**src/rtl/pss_defs.vh**
```
// offsets, field positions and reset values of the status summary bank
`ifndef PSS_DEFS_VH
`define PSS_DEFS_VH

// register offsets (5-bit management address)
`define PSS_ADDR_W            5
`define PSS_ADDR_ANEG_EXP     5'h06
`define PSS_ADDR_SUMMARY      5'h10
`define PSS_ADDR_INT_EVENT    5'h12
`define PSS_ADDR_FALSE_CAR    5'h14
`define PSS_ADDR_RX_ERR       5'h15
`define PSS_ADDR_TENBASE      5'h1A
`define PSS_ADDR_IRQ_STATUS   5'h1C
`define PSS_ADDR_IRQ_CLEAR    5'h1D
`define PSS_ADDR_IRQ_ENABLE   5'h1E

// data width
`define PSS_DATA_W            16

// summary register fields
`define PSS_SUM_RESERVED      15
`define PSS_SUM_CROSSOVER     14
`define PSS_SUM_RX_ERR        13
`define PSS_SUM_POLARITY      12
`define PSS_SUM_FALSE_CAR     11
`define PSS_SUM_SIG_DETECT    10
`define PSS_SUM_LOCK          9
`define PSS_SUM_PAGE_RX       8
`define PSS_SUM_INT_PEND      7

// interrupt event register fields: enables low byte, latched events high byte
`define PSS_EVT_W             8
`define PSS_EVT_EN_LSB        0
`define PSS_EVT_LAT_LSB       8

// block interrupt status bits
`define PSS_IRQ_W             6
`define PSS_IRQ_RX_ERR        0
`define PSS_IRQ_FALSE_CAR     1
`define PSS_IRQ_SD_LOST       2
`define PSS_IRQ_LOCK_LOST     3
`define PSS_IRQ_PAGE_RX       4
`define PSS_IRQ_INT_PEND      5

// reset values
`define PSS_RST_DATA          16'h0000
`define PSS_RST_EVT           8'h00
`define PSS_RST_IRQ           6'h00

`endif

```
**src/rtl/pss_flag.v**
```verilog
// one latching status flag, latching high or latching low
module pss_flag #(
    parameter LATCH_LOW = 0
) (
    // clock and control
    input  wire clk,
    input  wire rst_n,
    input  wire ce,
    // source and clear
    input  wire src,
    input  wire clr,
    // flag
    output reg  flag
);

    always @(posedge clk) begin
        if (!rst_n) begin
            flag <= 1'b0;
        end else if (ce) begin
            if (LATCH_LOW != 0) begin
                // a loss beats the read, so a drop in the read cycle is kept
                if (!src) begin
                    flag <= 1'b0;
                end else if (clr) begin
                    flag <= 1'b1;
                end
            end else begin
                // set wins over the clear, no event is lost
                if (src) begin
                    flag <= 1'b1;
                end else if (clr) begin
                    flag <= 1'b0;
                end
            end
        end
    end

endmodule // pss_flag

```
**src/rtl/pss_status_summary.v**
```verilog
// status summary register bank, upper bits, with interrupt event logic
`include "pss_defs.vh"

module pss_status_summary (
    // clock, reset, enable
    input  wire                      clk,
    input  wire                      rst_n,
    input  wire                      ce,
    // register port
    input  wire [`PSS_ADDR_W-1:0]    regAddr,
    input  wire [`PSS_DATA_W-1:0]    regWdata,
    input  wire                      regWr,
    input  wire                      regRd,
    output reg  [`PSS_DATA_W-1:0]    regRdata,
    // crossover control and algorithm state
    input  wire                      crossoverAutoEnable,
    input  wire                      crossoverForce,
    input  wire                      crossoverSwapped,
    // receive path events
    input  wire                      rxErrorEvent,
    input  wire                      falseCarrierEvent,
    input  wire                      polarityInverted,
    input  wire                      pageReceivedEvent,
    // medium signals, asynchronous, and the qualify enable, used directly
    input  wire                      rawSignalDetect,
    input  wire                      descramblerLock,
    input  wire                      sdQualifyEnable,
    // interrupt sources
    input  wire [`PSS_EVT_W-1:0]     intEvents,
    // outputs
    output reg                       signalDetectQualified,
    output reg                       intPending,
    output reg                       irq
);

    // address decode
    function rdHit;
        input [`PSS_ADDR_W-1:0] a;
        input [`PSS_ADDR_W-1:0] target;
        input                   strobe;
        begin
            rdHit = strobe & (a == target);
        end
    endfunction

    wire rdSummary = rdHit(regAddr, `PSS_ADDR_SUMMARY, regRd);
    wire rdRxErr   = rdHit(regAddr, `PSS_ADDR_RX_ERR, regRd);
    wire rdFalse   = rdHit(regAddr, `PSS_ADDR_FALSE_CAR, regRd);
    wire rdTenbase = rdHit(regAddr, `PSS_ADDR_TENBASE, regRd);
    wire rdAneg    = rdHit(regAddr, `PSS_ADDR_ANEG_EXP, regRd);
    wire rdIntEvt  = rdHit(regAddr, `PSS_ADDR_INT_EVENT, regRd);
    wire wrIntEvt  = rdHit(regAddr, `PSS_ADDR_INT_EVENT, regWr);
    wire wrIrqClr  = rdHit(regAddr, `PSS_ADDR_IRQ_CLEAR, regWr);
    wire wrIrqEn   = rdHit(regAddr, `PSS_ADDR_IRQ_ENABLE, regWr);

    // two-stage synchronisers for medium signals
    // only the second stage is read; the first may still be settling
    reg sdMeta_r;
    reg sdSync_r;
    reg lockMeta_r;
    reg lockSync_r;

    always @(posedge clk) begin
        if (!rst_n) begin
            sdMeta_r   <= 1'b0;
            sdSync_r   <= 1'b0;
            lockMeta_r <= 1'b0;
            lockSync_r <= 1'b0;
        end else if (ce) begin
            sdMeta_r   <= rawSignalDetect;
            sdSync_r   <= sdMeta_r;
            lockMeta_r <= descramblerLock;
            lockSync_r <= lockMeta_r;
        end
    end

    // qualified signal detect: raw alone, or raw and lock
    wire sdQualNxt = sdQualifyEnable ? (sdSync_r & lockSync_r) : sdSync_r;

    // crossover state; force wins over the algorithm
    reg crossover_r;
    wire crossoverNxt = crossoverForce ? 1'b1 :
                        (crossoverAutoEnable ? crossoverSwapped : 1'b0);

    always @(posedge clk) begin
        if (!rst_n) begin
            crossover_r           <= 1'b0;
            signalDetectQualified <= 1'b0;
        end else if (ce) begin
            crossover_r           <= crossoverNxt;
            signalDetectQualified <= sdQualNxt;
        end
    end

    // latched summary flags
    wire rxErrFlag;
    wire polarityFlag;
    wire falseCarFlag;
    wire sdFlag;
    wire lockFlag;
    wire pageFlag;

    pss_flag #(.LATCH_LOW(0)) uRxErr (
        .clk   (clk),
        .rst_n (rst_n),
        .ce    (ce),
        .src   (rxErrorEvent),
        .clr   (rdRxErr),
        .flag  (rxErrFlag)
    );

    // summary reads leave the polarity flag alone
    pss_flag #(.LATCH_LOW(0)) uPolarity (
        .clk   (clk),
        .rst_n (rst_n),
        .ce    (ce),
        .src   (polarityInverted),
        .clr   (rdTenbase),
        .flag  (polarityFlag)
    );

    pss_flag #(.LATCH_LOW(0)) uFalseCar (
        .clk   (clk),
        .rst_n (rst_n),
        .ce    (ce),
        .src   (falseCarrierEvent),
        .clr   (rdFalse),
        .flag  (falseCarFlag)
    );

    pss_flag #(.LATCH_LOW(1)) uSigDetect (
        .clk   (clk),
        .rst_n (rst_n),
        .ce    (ce),
        .src   (sdQualNxt),
        .clr   (rdSummary),
        .flag  (sdFlag)
    );

    pss_flag #(.LATCH_LOW(1)) uLock (
        .clk   (clk),
        .rst_n (rst_n),
        .ce    (ce),
        .src   (lockSync_r),
        .clr   (rdSummary),
        .flag  (lockFlag)
    );

    pss_flag #(.LATCH_LOW(0)) uPageRx (
        .clk   (clk),
        .rst_n (rst_n),
        .ce    (ce),
        .src   (pageReceivedEvent),
        .clr   (rdAneg),
        .flag  (pageFlag)
    );

    // interrupt event register: enables written, events latched
    reg  [`PSS_EVT_W-1:0] evtEnable_r;
    reg  [`PSS_EVT_W-1:0] evtLatched_r;
    wire [`PSS_EVT_W-1:0] evtEnabledHits = intEvents & evtEnable_r;
    wire                  pendSet        = |evtEnabledHits;

    always @(posedge clk) begin
        if (!rst_n) begin
            evtEnable_r  <= `PSS_RST_EVT;
            evtLatched_r <= `PSS_RST_EVT;
        end else if (ce) begin
            if (wrIntEvt) begin
                evtEnable_r <= regWdata[`PSS_EVT_EN_LSB +: `PSS_EVT_W];
            end
            // fresh events survive the clearing read
            evtLatched_r <= evtEnabledHits | (rdIntEvt ? `PSS_RST_EVT : evtLatched_r);
        end
    end

    // pending flag, cleared by the event register read, set wins
    always @(posedge clk) begin
        if (!rst_n) begin
            intPending <= 1'b0;
        end else if (ce) begin
            if (pendSet) begin
                intPending <= 1'b1;
            end else if (rdIntEvt) begin
                intPending <= 1'b0;
            end
        end
    end

    // edge detect for the block interrupt: falls of qualified detect and lock, rise of pending
    reg sdPrev_r;
    reg lockPrev_r;
    reg pendPrev_r;

    always @(posedge clk) begin
        if (!rst_n) begin
            sdPrev_r   <= 1'b0;
            lockPrev_r <= 1'b0;
            pendPrev_r <= 1'b0;
        end else if (ce) begin
            sdPrev_r   <= sdQualNxt;
            lockPrev_r <= lockSync_r;
            pendPrev_r <= intPending;
        end
    end

    wire [`PSS_IRQ_W-1:0] irqEvents;
    assign irqEvents[`PSS_IRQ_RX_ERR]    = rxErrorEvent;
    assign irqEvents[`PSS_IRQ_FALSE_CAR] = falseCarrierEvent;
    assign irqEvents[`PSS_IRQ_SD_LOST]   = sdPrev_r & ~sdQualNxt;
    assign irqEvents[`PSS_IRQ_LOCK_LOST] = lockPrev_r & ~lockSync_r;
    assign irqEvents[`PSS_IRQ_PAGE_RX]   = pageReceivedEvent;
    assign irqEvents[`PSS_IRQ_INT_PEND]  = intPending & ~pendPrev_r;

    // block interrupt: sticky status, write-one-to-clear, enable
    // status and enable share one layout so software masks bit by bit
    reg  [`PSS_IRQ_W-1:0] irqStatus_r;
    reg  [`PSS_IRQ_W-1:0] irqEnable_r;
    wire [`PSS_IRQ_W-1:0] irqClrMask = wrIrqClr ? regWdata[`PSS_IRQ_W-1:0] : `PSS_RST_IRQ;
    wire [`PSS_IRQ_W-1:0] irqStatusNxt = irqEvents | (irqStatus_r & ~irqClrMask);
    wire [`PSS_IRQ_W-1:0] irqEnableNxt = wrIrqEn ? regWdata[`PSS_IRQ_W-1:0] : irqEnable_r;

    always @(posedge clk) begin
        if (!rst_n) begin
            irqStatus_r <= `PSS_RST_IRQ;
            irqEnable_r <= `PSS_RST_IRQ;
            irq         <= 1'b0;
        end else if (ce) begin
            irqStatus_r <= irqStatusNxt;
            irqEnable_r <= irqEnableNxt;
            // level output follows next state so it tracks the status bits
            irq         <= |(irqStatusNxt & irqEnableNxt);
        end
    end

    // summary word; bits 6..0 belong to another unit and read zero here
    reg [`PSS_DATA_W-1:0] summaryWord;

    always @* begin
        summaryWord                      = `PSS_RST_DATA;
        summaryWord[`PSS_SUM_RESERVED]   = 1'b0;
        summaryWord[`PSS_SUM_CROSSOVER]  = crossover_r;
        summaryWord[`PSS_SUM_RX_ERR]     = rxErrFlag;
        summaryWord[`PSS_SUM_POLARITY]   = polarityFlag;
        summaryWord[`PSS_SUM_FALSE_CAR]  = falseCarFlag;
        summaryWord[`PSS_SUM_SIG_DETECT] = sdFlag;
        summaryWord[`PSS_SUM_LOCK]       = lockFlag;
        summaryWord[`PSS_SUM_PAGE_RX]    = pageFlag;
        summaryWord[`PSS_SUM_INT_PEND]   = intPending;
    end

    // read mux; the summary has no write path at all
    reg [`PSS_DATA_W-1:0] rdMux;

    always @* begin
        rdMux = `PSS_RST_DATA;
        case (regAddr)
            `PSS_ADDR_SUMMARY: begin
                rdMux = summaryWord;
            end
            `PSS_ADDR_INT_EVENT: begin
                rdMux[`PSS_EVT_EN_LSB +: `PSS_EVT_W]  = evtEnable_r;
                rdMux[`PSS_EVT_LAT_LSB +: `PSS_EVT_W] = evtLatched_r;
            end
            `PSS_ADDR_IRQ_STATUS: begin
                rdMux[`PSS_IRQ_W-1:0] = irqStatus_r;
            end
            `PSS_ADDR_IRQ_ENABLE: begin
                rdMux[`PSS_IRQ_W-1:0] = irqEnable_r;
            end
            default: begin
                rdMux = `PSS_RST_DATA;
            end
        endcase
    end

    // read data stand only in the cycle after the strobe
    always @(posedge clk) begin
        if (!rst_n) begin
            regRdata <= `PSS_RST_DATA;
        end else if (ce) begin
            regRdata <= regRd ? rdMux : `PSS_RST_DATA;
        end
    end

endmodule // pss_status_summary

```
**config.mk**
```make
export PLATFORM = sky130hd
export DESIGN_NAME = pss_status_summary
export DESIGN_NICKNAME = d
export VERILOG_FILES = /design/src/rtl/pss_flag.v /design/src/rtl/pss_status_summary.v
export VERILOG_INCLUDE_DIRS = /design/src /design/src/rtl
export SDC_FILE = /design/constraint.sdc
export NUM_CORES = 1
export LEC_CHECK = 0
export ABC_AREA = 1
export BUFFER_PORTS_ARGS = -buffer_cell sky130_fd_sc_hd__buf_4
export CAP_MARGIN = 10
export CORE_MARGIN = 2
export CORE_UTILIZATION = 35
export CTS_CLUSTER_DIAMETER = 150
export DETAILED_ROUTE_END_ITERATION = 8
export GPL_TIMING_DRIVEN = 0
export MAX_ROUTING_LAYER = met4
export PLACE_DENSITY = 0.61
export SLEW_MARGIN = 25
export SYNTH_ARGS = -nofsm -noshare
export SYNTH_HDL_FRONTEND = slang
export SYNTH_SLANG_ARGS = --single-unit
```
**constraint.sdc**
```tcl
create_clock -name clk -period 1.5 [get_ports clk]
set_input_delay 0.075 -clock clk [delete_from_list [all_inputs] [get_ports clk]]
set_output_delay 0.075 -clock clk [all_outputs]
set_load 0.02 [all_outputs]
```
### Word level (Yosys, flattened, before mapping)

Cells that the tools add are included.

| storage, ports and cells | value |
|---|---|
| bits in registers | 60 |
| input port bits | 44 |
| output and inout port bits | 19 |

| cells by class | value |
|---|---|
| equality and inequality tests | 11 |
| multiplexer cells | 22 |
| bitwise logic cells | 22 |
| reductions and logical operators | 15 |

Operators by type and width:

| cell | count |
|---|---|
| == test 5 bit (second input constant) | 8 |
| one-hot mux 10 bit (2 select lines) | 1 |
| one-hot mux 6 bit (3 select lines) | 1 |
| two-way mux 1 bit | 16 |
| two-way mux 16 bit | 1 |
| AND reduction 2 bit | 8 |
| bitwise AND 1 bit | 13 |
| bitwise AND 6 bit | 2 |
| two-way mux 6 bit | 2 |
| nonzero test 2 bit | 5 |
| bitwise AND 8 bit | 1 |
| two-way mux 8 bit | 1 |
| bitwise OR 8 bit | 1 |
| OR reduction 8 bit | 1 |
| inverter 6 bit | 1 |
| bitwise OR 6 bit | 1 |
| OR reduction 6 bit | 1 |
| == test 5 x 3 -> 1 bit (second input constant) | 1 |
| inequality test 2 bit (second input constant) | 2 |
| inverter 1 bit | 3 |

### Longest topological paths before layout

Gate-level depths: netlist (run 1).

| logic depth | value |
|---|---|
| depth after elaboration | 8 |
| mapped depth | 10 |

### Hierarchy

From an unflattened synthesis (run 1), not the netlist that was laid out.

| second synthesis, totals | value |
|---|---|
| cell total of the unflattened synthesis | 400 |
| area total of the unflattened synthesis | 2788.9 um^2 |

Modules (own cells, without submodules):

| module | instances | cells an instance | area each (um^2) | sequential area each (um^2) |
|---|---|---|---|---|
| pss_status_summary | 1 | 364 | 2533.7 | 1081.0 |
| pss_flag (uFalseCar ...) | 4 | 6 | 43.8 | 20.0 |
| pss_flag (uLock ...) | 2 | 6 | 40.0 | 20.0 |

### Worst setup path after synthesis (run 1)

No wires, ideal clock.

| path | value |
|---|---|
| path type | flip-flop to flip-flop |
| start | register intPending |
| end | register irq |
| library setup time | 117 ps |
| data arrival time | 878 ps |
| required time | 1383 ps |
| slack | 505 ps |
| stages on the path, launching flop included | 9 |
| path buffers | 0 |
| clock period less this slack | 995 ps |
| cells stage by stage | dfxtp_1 > inv_1 > nor2_1 > nor2_1 > nand2_1 > nand2_1 > nand3_1 > nor2_1 > nor2_1 |

| on the way | value |
|---|---|
| cells in the longest elaborated chain, start to end | 4 |

RTL lines:

| item | RTL line | source |
|---|---|---|
| from (decl) | pss_status_summary.v:32 | `output reg intPending,` |
| from (signal assigned) | pss_status_summary.v:180 | `intPending <= 1'b0;` |
| from (signal assigned) | pss_status_summary.v:183 | `intPending <= 1'b1;` |
| from (signal assigned) | pss_status_summary.v:185 | `intPending <= 1'b0;` |
| bitwise AND 1 bit | pss_status_summary.v:213 | `` assign irqEvents[`PSS_IRQ_INT_PEND] = intPending & ~pendPrev_r; `` |
| bitwise OR 6 bit | pss_status_summary.v:220 | `` wire [`PSS_IRQ_W-1:0] irqStatusNxt = irqEvents \| (irqStatus_r & ~irqClrMask); `` |
| bitwise AND 6 bit | pss_status_summary.v:232 | `irq <= \|(irqStatusNxt & irqEnableNxt);` |
| OR reduction 6 bit | pss_status_summary.v:232 |  |
| to (signal assigned) | pss_status_summary.v:232 |  |
| to (decl) | pss_status_summary.v:33 | `output reg irq` |

No other way between the ends.
A chain may end at the register's enable or synchronous reset.

### Worst setup path after layout (run 1)

| path | value |
|---|---|
| start | input crossoverSwapped |
| end | register crossover_r |

| on the way | value |
|---|---|
| cells in the longest elaborated chain, start to end | 2 |

RTL lines:

| item | RTL line | source |
|---|---|---|
| from (decl) | pss_status_summary.v:18 | `input wire crossoverSwapped,` |
| two-way mux 1 bit | pss_status_summary.v:83 | `(crossoverAutoEnable ? crossoverSwapped : 1'b0);` |
| two-way mux 1 bit | pss_status_summary.v:82 | `wire crossoverNxt = crossoverForce ? 1'b1 :` |
| to (signal assigned) | pss_status_summary.v:90 | `crossover_r <= crossoverNxt;` |
| to (decl) | pss_status_summary.v:81 | `reg crossover_r;` |

No other way between the ends.

==> results of run 1 <==
power groups by stage:
stage               Clock, uW  Sequential (uW)  Combinational, uW
floorplan                   0             1710                181
global placement            0             1710                350
detailed placement          0             1720                355
CTS                      1510             1680                372
global route             1600             1690                419
finish                   1500             1680                376
registers in the layout, summed over array words and instances (netlist names), 6 cells and up:
signal	flops
regRdata	16
evtLatched_r	8
irqEnable_r	6
irqStatus_r	6
evtEnable_r	8
kinds of logic (layout without fill, tap and decap cells):
logic type,Yosys count,in the layout,share of synthesized area [%]
compound gates,64,64,13.3
buf+inv,44,121,6.70
flops,60,60,45.3
simple gates,219,219,34.7
cell usage after synthesis (all sizes together):
cell type | number | area share (%)
a21oi | 26 | 4.9
a31oi | 7 | 1.7
buf | 6 | 1.3
clkbuf | 8 | 1.1
clkinv | 3 | 0.42
dfxtp | 60 | 45
inv | 27 | 3.8
nand2 | 122 | 18
nand3 | 43 | 8.7
nand4 | 2 | 0.47
nor2 | 52 | 7.9
o211a | 1 | 0.38
o21ai | 25 | 4.7
o221ai | 1 | 0.33
o31ai | 1 | 0.28
o41ai | 3 | 0.99
timing repair:
item,in CTS,in global routing
hold buffers,7,0
endpoints found under the setup margin,0,0
endpoints found under the hold margin,5,0
how the worst min path moves through the flow:
stage                            to  slack, ps  cells after the start
floorplan               crossover_r        210                      2
global placement           sdMeta_r        300                      3
detailed placement       lockMeta_r        310                      3
CTS                  evtEnable_r[1]         10                      3
global route        evtLatched_r[0]         20                      3
finish               evtEnable_r[1]         20                      3
worst max-delay path, stage by stage:
cell	delay [ps]
sky130_fd_sc_hd__dlygate4sd3_1	550
sky130_fd_sc_hd__buf_4	140
sky130_fd_sc_hd__nand2_1	50
sky130_fd_sc_hd__dlygate4sd3_1	560
sky130_fd_sc_hd__a21oi_1	60
layout make-up:
class / count / area (um2)
fillers: 807 / 3840
multi-input cells: 283 / 1270
flip-flops and latches: 60 / 1200
repair buffers: 61 / 475
clock buffers: 12 / 155
well taps: 99 / 124
inverters: 30 / 113
plain buffers: 14 / 65.1
clock inverters: 4 / 47.5
per-stage QoR:
stage / cells / total power, uW / hold slack [ps] / utilization [%] / worst slack (ps)
after floorplan: 387 / 1890 / 209 / - / 505
after global placement: 540 / 2060 / 299 / 43.6 / 214
after detailed placement: 540 / 2070 / 306 / 43.6 / 198
after CTS: 563 / 3560 / 12.5 / 47.4 / 372
after global routing: 563 / 3700 / 21.9 / 47.4 / 275
final: 563 / 3560 / 16.3 / 47.4 / 307
layer usage:
layer  wire [um]  global-route usage (%)  part of all wire, %  vias to the layer above
met3         430                    4.32                  5.3                       15
met2        3700                    32.0                   46                       89
met4         172                    8.84                  2.1                        0
li1            -                       -                    -                     1404
met5           0                       -                    0                        -
met1        3780                    26.8                   47                     1284
==> impl_table.tex, run 1 <==
\begin{tabular}{lr}
\hline
Metric & Value \\
\hline
\multicolumn{2}{l}{\textbf{Finish}} \\
\quad Final net count & 503 \\
\quad Layout-stage area growth over the synthesis result & 30.3\% \\
\quad Layout cells sized above 1 & 18.8\% \\
\quad Most frequent standard cell in the layout excluding fill and tap cells & sky130\_fd\_sc\_hd\_\_nand2\_1 \\
\quad Leading cell types in the layout, fill and taps excluded & sky130\_fd\_sc\_hd\_\_nand2\_1, sky130\_fd\_sc\_hd\_\_dfxtp\_1, sky130\_fd\_sc\_hd\_\_buf\_4 \\
\quad Finished layout cell area & 3450 um2 \\
\quad ANT cells & 0 \\
\multicolumn{2}{l}{\textbf{Synth}} \\
\quad Number of distinct standard cells referenced by the synthesized netlist & 23 \\
\quad Syn Std Cell Area & 2650 um2 \\
\quad Proportion of synthesized chip area in sequential cells & 45.3\% \\
\quad Post-Synthesis Mean Instance Area & 6.85 um2 \\
\quad Synth Warn \# & 0 \\
\quad Syn Inst Count & 387 \\
\quad Synthesized net count & 431 \\
\quad Number of synthesized register bits & 60 \\
\multicolumn{2}{l}{\textbf{Setup path}} \\
\quad Startpoint of the most critical setup path & crossoverSwapped \\
\quad Critical path endpoint & crossover\_r \\
\quad Internal reg-to-reg setup slack & 420 ps \\
\quad Nature of the critical path endpoint & flip-flop \\
\quad Critical path data required time & 1740 ps \\
\quad Critical Path Source Type & input port \\
\quad Worst Reg-to-Reg Cells & 8 \\
\quad Worst EP arrival & 1430 ps \\
\quad R2R Path End & irq \\
\quad Largest driver fanout on the critical path & 1 \\
\quad Critical path class & input port to flip-flop \\
\quad Worst reg2reg path startpoint & intPending \\
\multicolumn{2}{l}{\textbf{Clocking}} \\
\quad \# Post-CTS Setup Buffers & 0 \\
\quad H-tree levels & 3 \\
\quad Clock net sink count & 60 \\
\quad Number of cells upsized or downsized after cts & 0 \\
\quad TritonCTS clock tree & yes \\
\quad Number of clock buffers inserted by TritonCTS & 9 \\
\quad Clock tree root driver cell & sky130\_fd\_sc\_hd\_\_clkbuf\_8 \\
\quad Clock transition at the registers of the reported paths & 70 ps \\
\quad Worst-Skew Late Latency & 340 ps \\
\quad Bufs on Longest Clock Path & 2 \\
\multicolumn{2}{l}{\textbf{Global routing}} \\
\quad Vias in the first global route & 2,647 \\
\quad Leftover overflow at the end of global routing & 0 \\
\quad Maximum number of pins on one net before global-route repair & 11 \\
\quad Total Routing Usage GR & 20.9\% \\
\quad Number of antenna violations at the first check in global routing & 0 \\
\quad Global-route wire length before repair & 13,000 um \\
\multicolumn{2}{l}{\textbf{STA}} \\
\quad Unrepaired setup endpoints after global routing & false \\
\quad Total count of hold-check failures in the final report & 0 \\
\quad Final TNS setup & 0 ps \\
\quad Final setup violation count & 0 \\
\quad Fmax achieved & 838 MHz \\
\quad Remaining max-slew budget at the tightest pin & 55.0\% \\
\quad Number of slew-limit violations in the final report & 0 \\
\quad Fin crit period & 1190 ps \\
\quad Clock skew & 8.01 ps \\
\quad Slew of the pin with the lowest slew margin & 675 ps \\
\quad Tcrit/Tclk final & 79.5\% \\
\multicolumn{2}{l}{\textbf{Routing}} \\
\quad Via-per-instance ratio & 4.96 \\
\quad Pre-antenna DRT Iters & 5 \\
\quad Starting DRC count in detailed routing & 173 \\
\quad Remaining antenna violation count after routing & 0 \\
\quad Detail-routed net length per standard cell & 14.4 um \\
\quad Via total after detailed routing & 2,792 \\
\quad Detailed-route DRC error count & 0 \\
\quad Routed Wire Length & 8090 um \\
\multicolumn{2}{l}{\textbf{Floorplanning}} \\
\quad Die Footprint & 8290 um2 \\
\quad IO Pins & 63 \\
\quad \# rows & 31 \\
\quad Initial cell density of the core & 36.4\% \\
\quad Die span in x & 91.0 um \\
\quad Die extent in y & 91.0 um \\
\quad Core area & 7290 um2 \\
\multicolumn{2}{l}{\textbf{Power and ir drop}} \\
\quad Combinational power share & 10.6\% \\
\quad LEAKAGE & 0.00152 uW \\
\quad Power density cells & 1030 nW/um2 \\
\quad Internal power & 2650 uW \\
\quad Sequential share of power & 47.3\% \\
\quad Peak supply drop & 311 uV \\
\quad Net Sw Frac & 25.6\% \\
\quad Clk pwr share & 42.2\% \\
\quad Switching power summed over all nets & 910 uW \\
\multicolumn{2}{l}{\textbf{Placement}} \\
\quad Final weighted congestion in routability-driven placement & 0.953 \\
\quad Placed wire-length estimate & 5900 um \\
\quad Quantity of I/O buffers inserted on ports & 54 \\
\quad Placed inst area & 3180 um2 \\
\multicolumn{2}{l}{\textbf{Job}} \\
\quad Max cap viols & 0 \\
\multicolumn{2}{l}{\textbf{Worst hold path}} \\
\quad Worst Min Path Start & regWdata[1] \\
\quad Path type of the worst min-delay path & input port to flip-flop \\
\multicolumn{2}{l}{\textbf{Outcome}} \\
\quad Status & complete, no violations \\
\hline
\end{tabular}
No activity file was read; power rests on OpenSTA's default activity.
==> run 2, diff against run 1 <==
--- a/config.mk
+++ b/config.mk
@@ -15,7 +15,7 @@
 export DETAILED_ROUTE_END_ITERATION = 8
 export GPL_TIMING_DRIVEN = 0
 export MAX_ROUTING_LAYER = met4
-export PLACE_DENSITY = 0.61
+export PLACE_DENSITY = 0.63
 export SLEW_MARGIN = 25
 export SYNTH_ARGS = -nofsm -noshare
 export SYNTH_HDL_FRONTEND = slang
==> constraint.sdc (replaced) <==
create_clock -name clk -period 1 [get_ports clk]
set_input_delay 0.05 -clock clk [delete_from_list [all_inputs] [get_ports clk]]
set_output_delay 0.05 -clock clk [all_outputs]
set_load 0.02 [all_outputs]
==> run 2 against run 1 <==
  * The run now ends with negative hold slack, negative setup slack left
  * Wire length shrank 0.63%
  * Sequential power grew 50%
  * Cell count grew 0.89%
  * Combinational power grew 54%
  * Final area grew 2.3%
  * Critical path depth grew 3
  * Utilization grew 1.1 points
  * Sequential cell count is the same
  * Via count grew 1.3%
  * Global-route usage shrank 0.73 points
  * Critical endpoint is now irq
==> impl_table.tex, run 2 (synthesized netlist as in run 1, its figures left out) <==
\begin{tabular}{lr}
\hline
Metric & Value \\
\hline
\multicolumn{2}{l}{\textbf{Clocking}} \\
\quad \# Post-CTS Setup Buffers & 0 \\
\quad Number of clock buffers inserted by TritonCTS & 9 \\
\quad Clock net sink count & 60 \\
\quad Clock tree root driver cell & sky130\_fd\_sc\_hd\_\_clkbuf\_8 \\
\quad Worst-Skew Late Latency & 340 ps \\
\quad TritonCTS clock tree & yes \\
\quad Bufs on Longest Clock Path & 2 \\
\quad H-tree levels & 3 \\
\quad Clock transition at the registers of the reported paths & 70 ps \\
\multicolumn{2}{l}{\textbf{Setup path}} \\
\quad Critical path data required time & 1230 ps \\
\quad Worst EP arrival & 1260 ps \\
\quad Critical path class & flip-flop to flip-flop \\
\quad Largest driver fanout on the critical path & 3 \\
\quad Nature of the critical path endpoint & flip-flop \\
\quad Critical Path Source Type & flip-flop \\
\multicolumn{2}{l}{\textbf{STA}} \\
\quad Final setup violation count & 1 \\
\quad Unrepaired setup endpoints after global routing & true \\
\quad Worst Setup Slack, final & -25.7 ps \\
\quad Hold WS & -5.42 ps \\
\quad Total count of hold-check failures in the final report & 2 \\
\quad Fmax achieved & 975 MHz \\
\quad Remaining max-slew budget at the tightest pin & 57.7\% \\
\quad Number of slew-limit violations in the final report & 0 \\
\quad Tcrit/Tclk final & 103\% \\
\quad Slew of the pin with the lowest slew margin & 634 ps \\
\quad Final TNS setup & -25.7 ps \\
\quad Fin crit period & 1030 ps \\
\quad Clock skew & 10.8 ps \\
\multicolumn{2}{l}{\textbf{Power and ir drop}} \\
\quad Peak supply drop & 518 uV \\
\quad LEAKAGE & 0.00156 uW \\
\quad Power density cells & 1570 nW/um2 \\
\quad Total chip power & 5540 uW \\
\multicolumn{2}{l}{\textbf{Global routing}} \\
\quad Maximum number of pins on one net before global-route repair & 11 \\
\quad Leftover overflow at the end of global routing & 0 \\
\quad Met1 Resource Use GR & 25.0\% \\
\quad Global-route layer with the greatest usage & met2 \\
\quad Met2 Track Usage GR & 32.3\% \\
\quad Global-route wire length before repair & 12,800 um \\
\quad Number of antenna violations at the first check in global routing & 0 \\
\quad Met3 Use GR & 3.65\% \\
\quad Vias in the first global route & 2,631 \\
\quad Total Routing Usage GR & 20.1\% \\
\multicolumn{2}{l}{\textbf{Finish}} \\
\quad Layout cells sized above 1 & 19.6\% \\
\quad Largest registers & regRdata: 16 flops, evtEnable\_r: 8 flops, evtLatched\_r: 8 flops \\
\quad Layout-stage area growth over the synthesis result & 33.3\% \\
\quad Final net count & 508 \\
\quad Register containing the most flip-flops in the final layout & regRdata \\
\quad Flip-flop count of the largest register after layout & 16 \\
\quad Count of placed standard cells in the final layout, fillers left out & 568 \\
\quad Fillers & 785 \\
\quad ANT cells & 0 \\
\quad Leading cell types in the layout, fill and taps excluded & sky130\_fd\_sc\_hd\_\_nand2\_1, sky130\_fd\_sc\_hd\_\_dfxtp\_1, sky130\_fd\_sc\_hd\_\_buf\_4 \\
\quad Most frequent standard cell in the layout excluding fill and tap cells & sky130\_fd\_sc\_hd\_\_nand2\_1 \\
\multicolumn{2}{l}{\textbf{Routing}} \\
\quad Detailed-route DRC error count & 0 \\
\quad Starting DRC count in detailed routing & 207 \\
\quad Routed Wire Length & 8040 um \\
\quad Remaining antenna violation count after routing & 0 \\
\quad Via total after detailed routing & 2,827 \\
\quad Pre-antenna DRT Iters & 5 \\
\quad Detail-routed net length per standard cell & 14.1 um \\
\quad Via-per-instance ratio & 4.98 \\
\multicolumn{2}{l}{\textbf{Floorplanning}} \\
\quad \# rows & 31 \\
\quad Die span in x & 91.0 um \\
\quad Die extent in y & 91.0 um \\
\quad IO Pins & 63 \\
\quad Core area & 7290 um2 \\
\quad Initial cell density of the core & 36.4\% \\
\quad Die Footprint & 8290 um2 \\
\multicolumn{2}{l}{\textbf{Placement}} \\
\quad Number of placed instances with taps included & 540 \\
\quad Quantity of I/O buffers inserted on ports & 54 \\
\quad Final weighted congestion in routability-driven placement & 0.931 \\
\quad Post-placement setup slack & -275 ps \\
\quad Placed wire-length estimate & 5740 um \\
\multicolumn{2}{l}{\textbf{Outcome}} \\
\quad Violations in the final reports & negative hold slack, negative setup slack \\
\quad Status & finished with violations \\
\multicolumn{2}{l}{\textbf{Job}} \\
\quad Max cap viols & 0 \\
\multicolumn{2}{l}{\textbf{Worst hold path}} \\
\quad Path type of the worst min-delay path & input port to flip-flop \\
\hline
\end{tabular}
-- run 2: changes by cell type in the layout (fill, tap and decap cells not counted), moves of 2 or more --
| cell | previous run | this run |
|---|---|---|
| sky130_fd_sc_hd__dlygate4sd3_1 | 7 | 12 |
| sky130_fd_sc_hd__dfxtp_1 | 60 | 58 |
| sky130_fd_sc_hd__dfxtp_2 | 0 | 2 |
| sky130_fd_sc_hd__inv_1 | 23 | 21 |
| sky130_fd_sc_hd__nor2_1 | 50 | 48 |
| sky130_fd_sc_hd__nor2_2 | 0 | 2 |
| sky130_fd_sc_hd__o21ai_0 | 23 | 21 |
| sky130_fd_sc_hd__o21ai_1 | 2 | 4 |
-- run 2: what timing repair did --
item                                   in CTS  in global routing
setup endpoints to repair                   1                 18
resized for setup                           4                  7
endpoints found under the hold margin      11                  0
hold buffers                               12                  0
-- run 2: stage by stage --
step	area [um2]	utilization, %
6_report	3530	48.5
5_1_grt	3530	48.5
4_1_cts	3520	48.3
3_5_place_dp	3180	43.6
3_3_place_gp	3180	43.6
2_1_floorplan	2650	-
-- run 2: path summary, 6_finish.rpt --
| kind | depth (start not counted) | slack, ps | to | startpoint |
|---|---|---|---|---|
| setup / recovery | 8 | -30 | irq | intPending |
| hold / removal | 3 | -5 | evtEnable_r[7] | regWdata[7] |
| setup reg to reg | 8 | -30 | irq | intPending |
| hold reg to reg | 2 | 460 | evtLatched_r[1] | evtLatched_r[1] |
-- run 2: worst max-delay path, stage by stage, from the launching register on --
cell,delay (ps)
sky130_fd_sc_hd__dfxtp_2,340
sky130_fd_sc_hd__inv_2,80
sky130_fd_sc_hd__nor2_1,40
sky130_fd_sc_hd__nor2_1,120
sky130_fd_sc_hd__nand2_1,70
sky130_fd_sc_hd__nand2_1,60
sky130_fd_sc_hd__nand3_1,70
sky130_fd_sc_hd__nor2_1,90
sky130_fd_sc_hd__nor2_1,50
-- run 2: final cells by class --
class / count / area [um2] / area share (%)
multi-input combinational: 283 / 1280 / 36.3
sequential: 60 / 1200 / 34.1
timing repair buffer: 66 / 526 / 14.9
clock buffer: 12 / 145 / 4.11
tap: 99 / 124 / 3.51
inverter: 30 / 115 / 3.26
clock inverter: 4 / 72.6 / 2.05
buffer: 14 / 65.1 / 1.84
-- run 2: per-layer routing --
layer  part of all wire (%)  wire length (um)
met3                    6.7               535
met2                     47              3800
met5                      0                 0
met4                    1.7               138
met1                     44              3560
-- run 2: power breakdown --
| group | switching (uW) | total, uW | internal, uW |
|---|---|---|---|
| Combinational | 338 | 578 | 241 |
| Clock | 965 | 2430 | 1470 |
| Sequential | 55.9 | 2520 | 2470 |
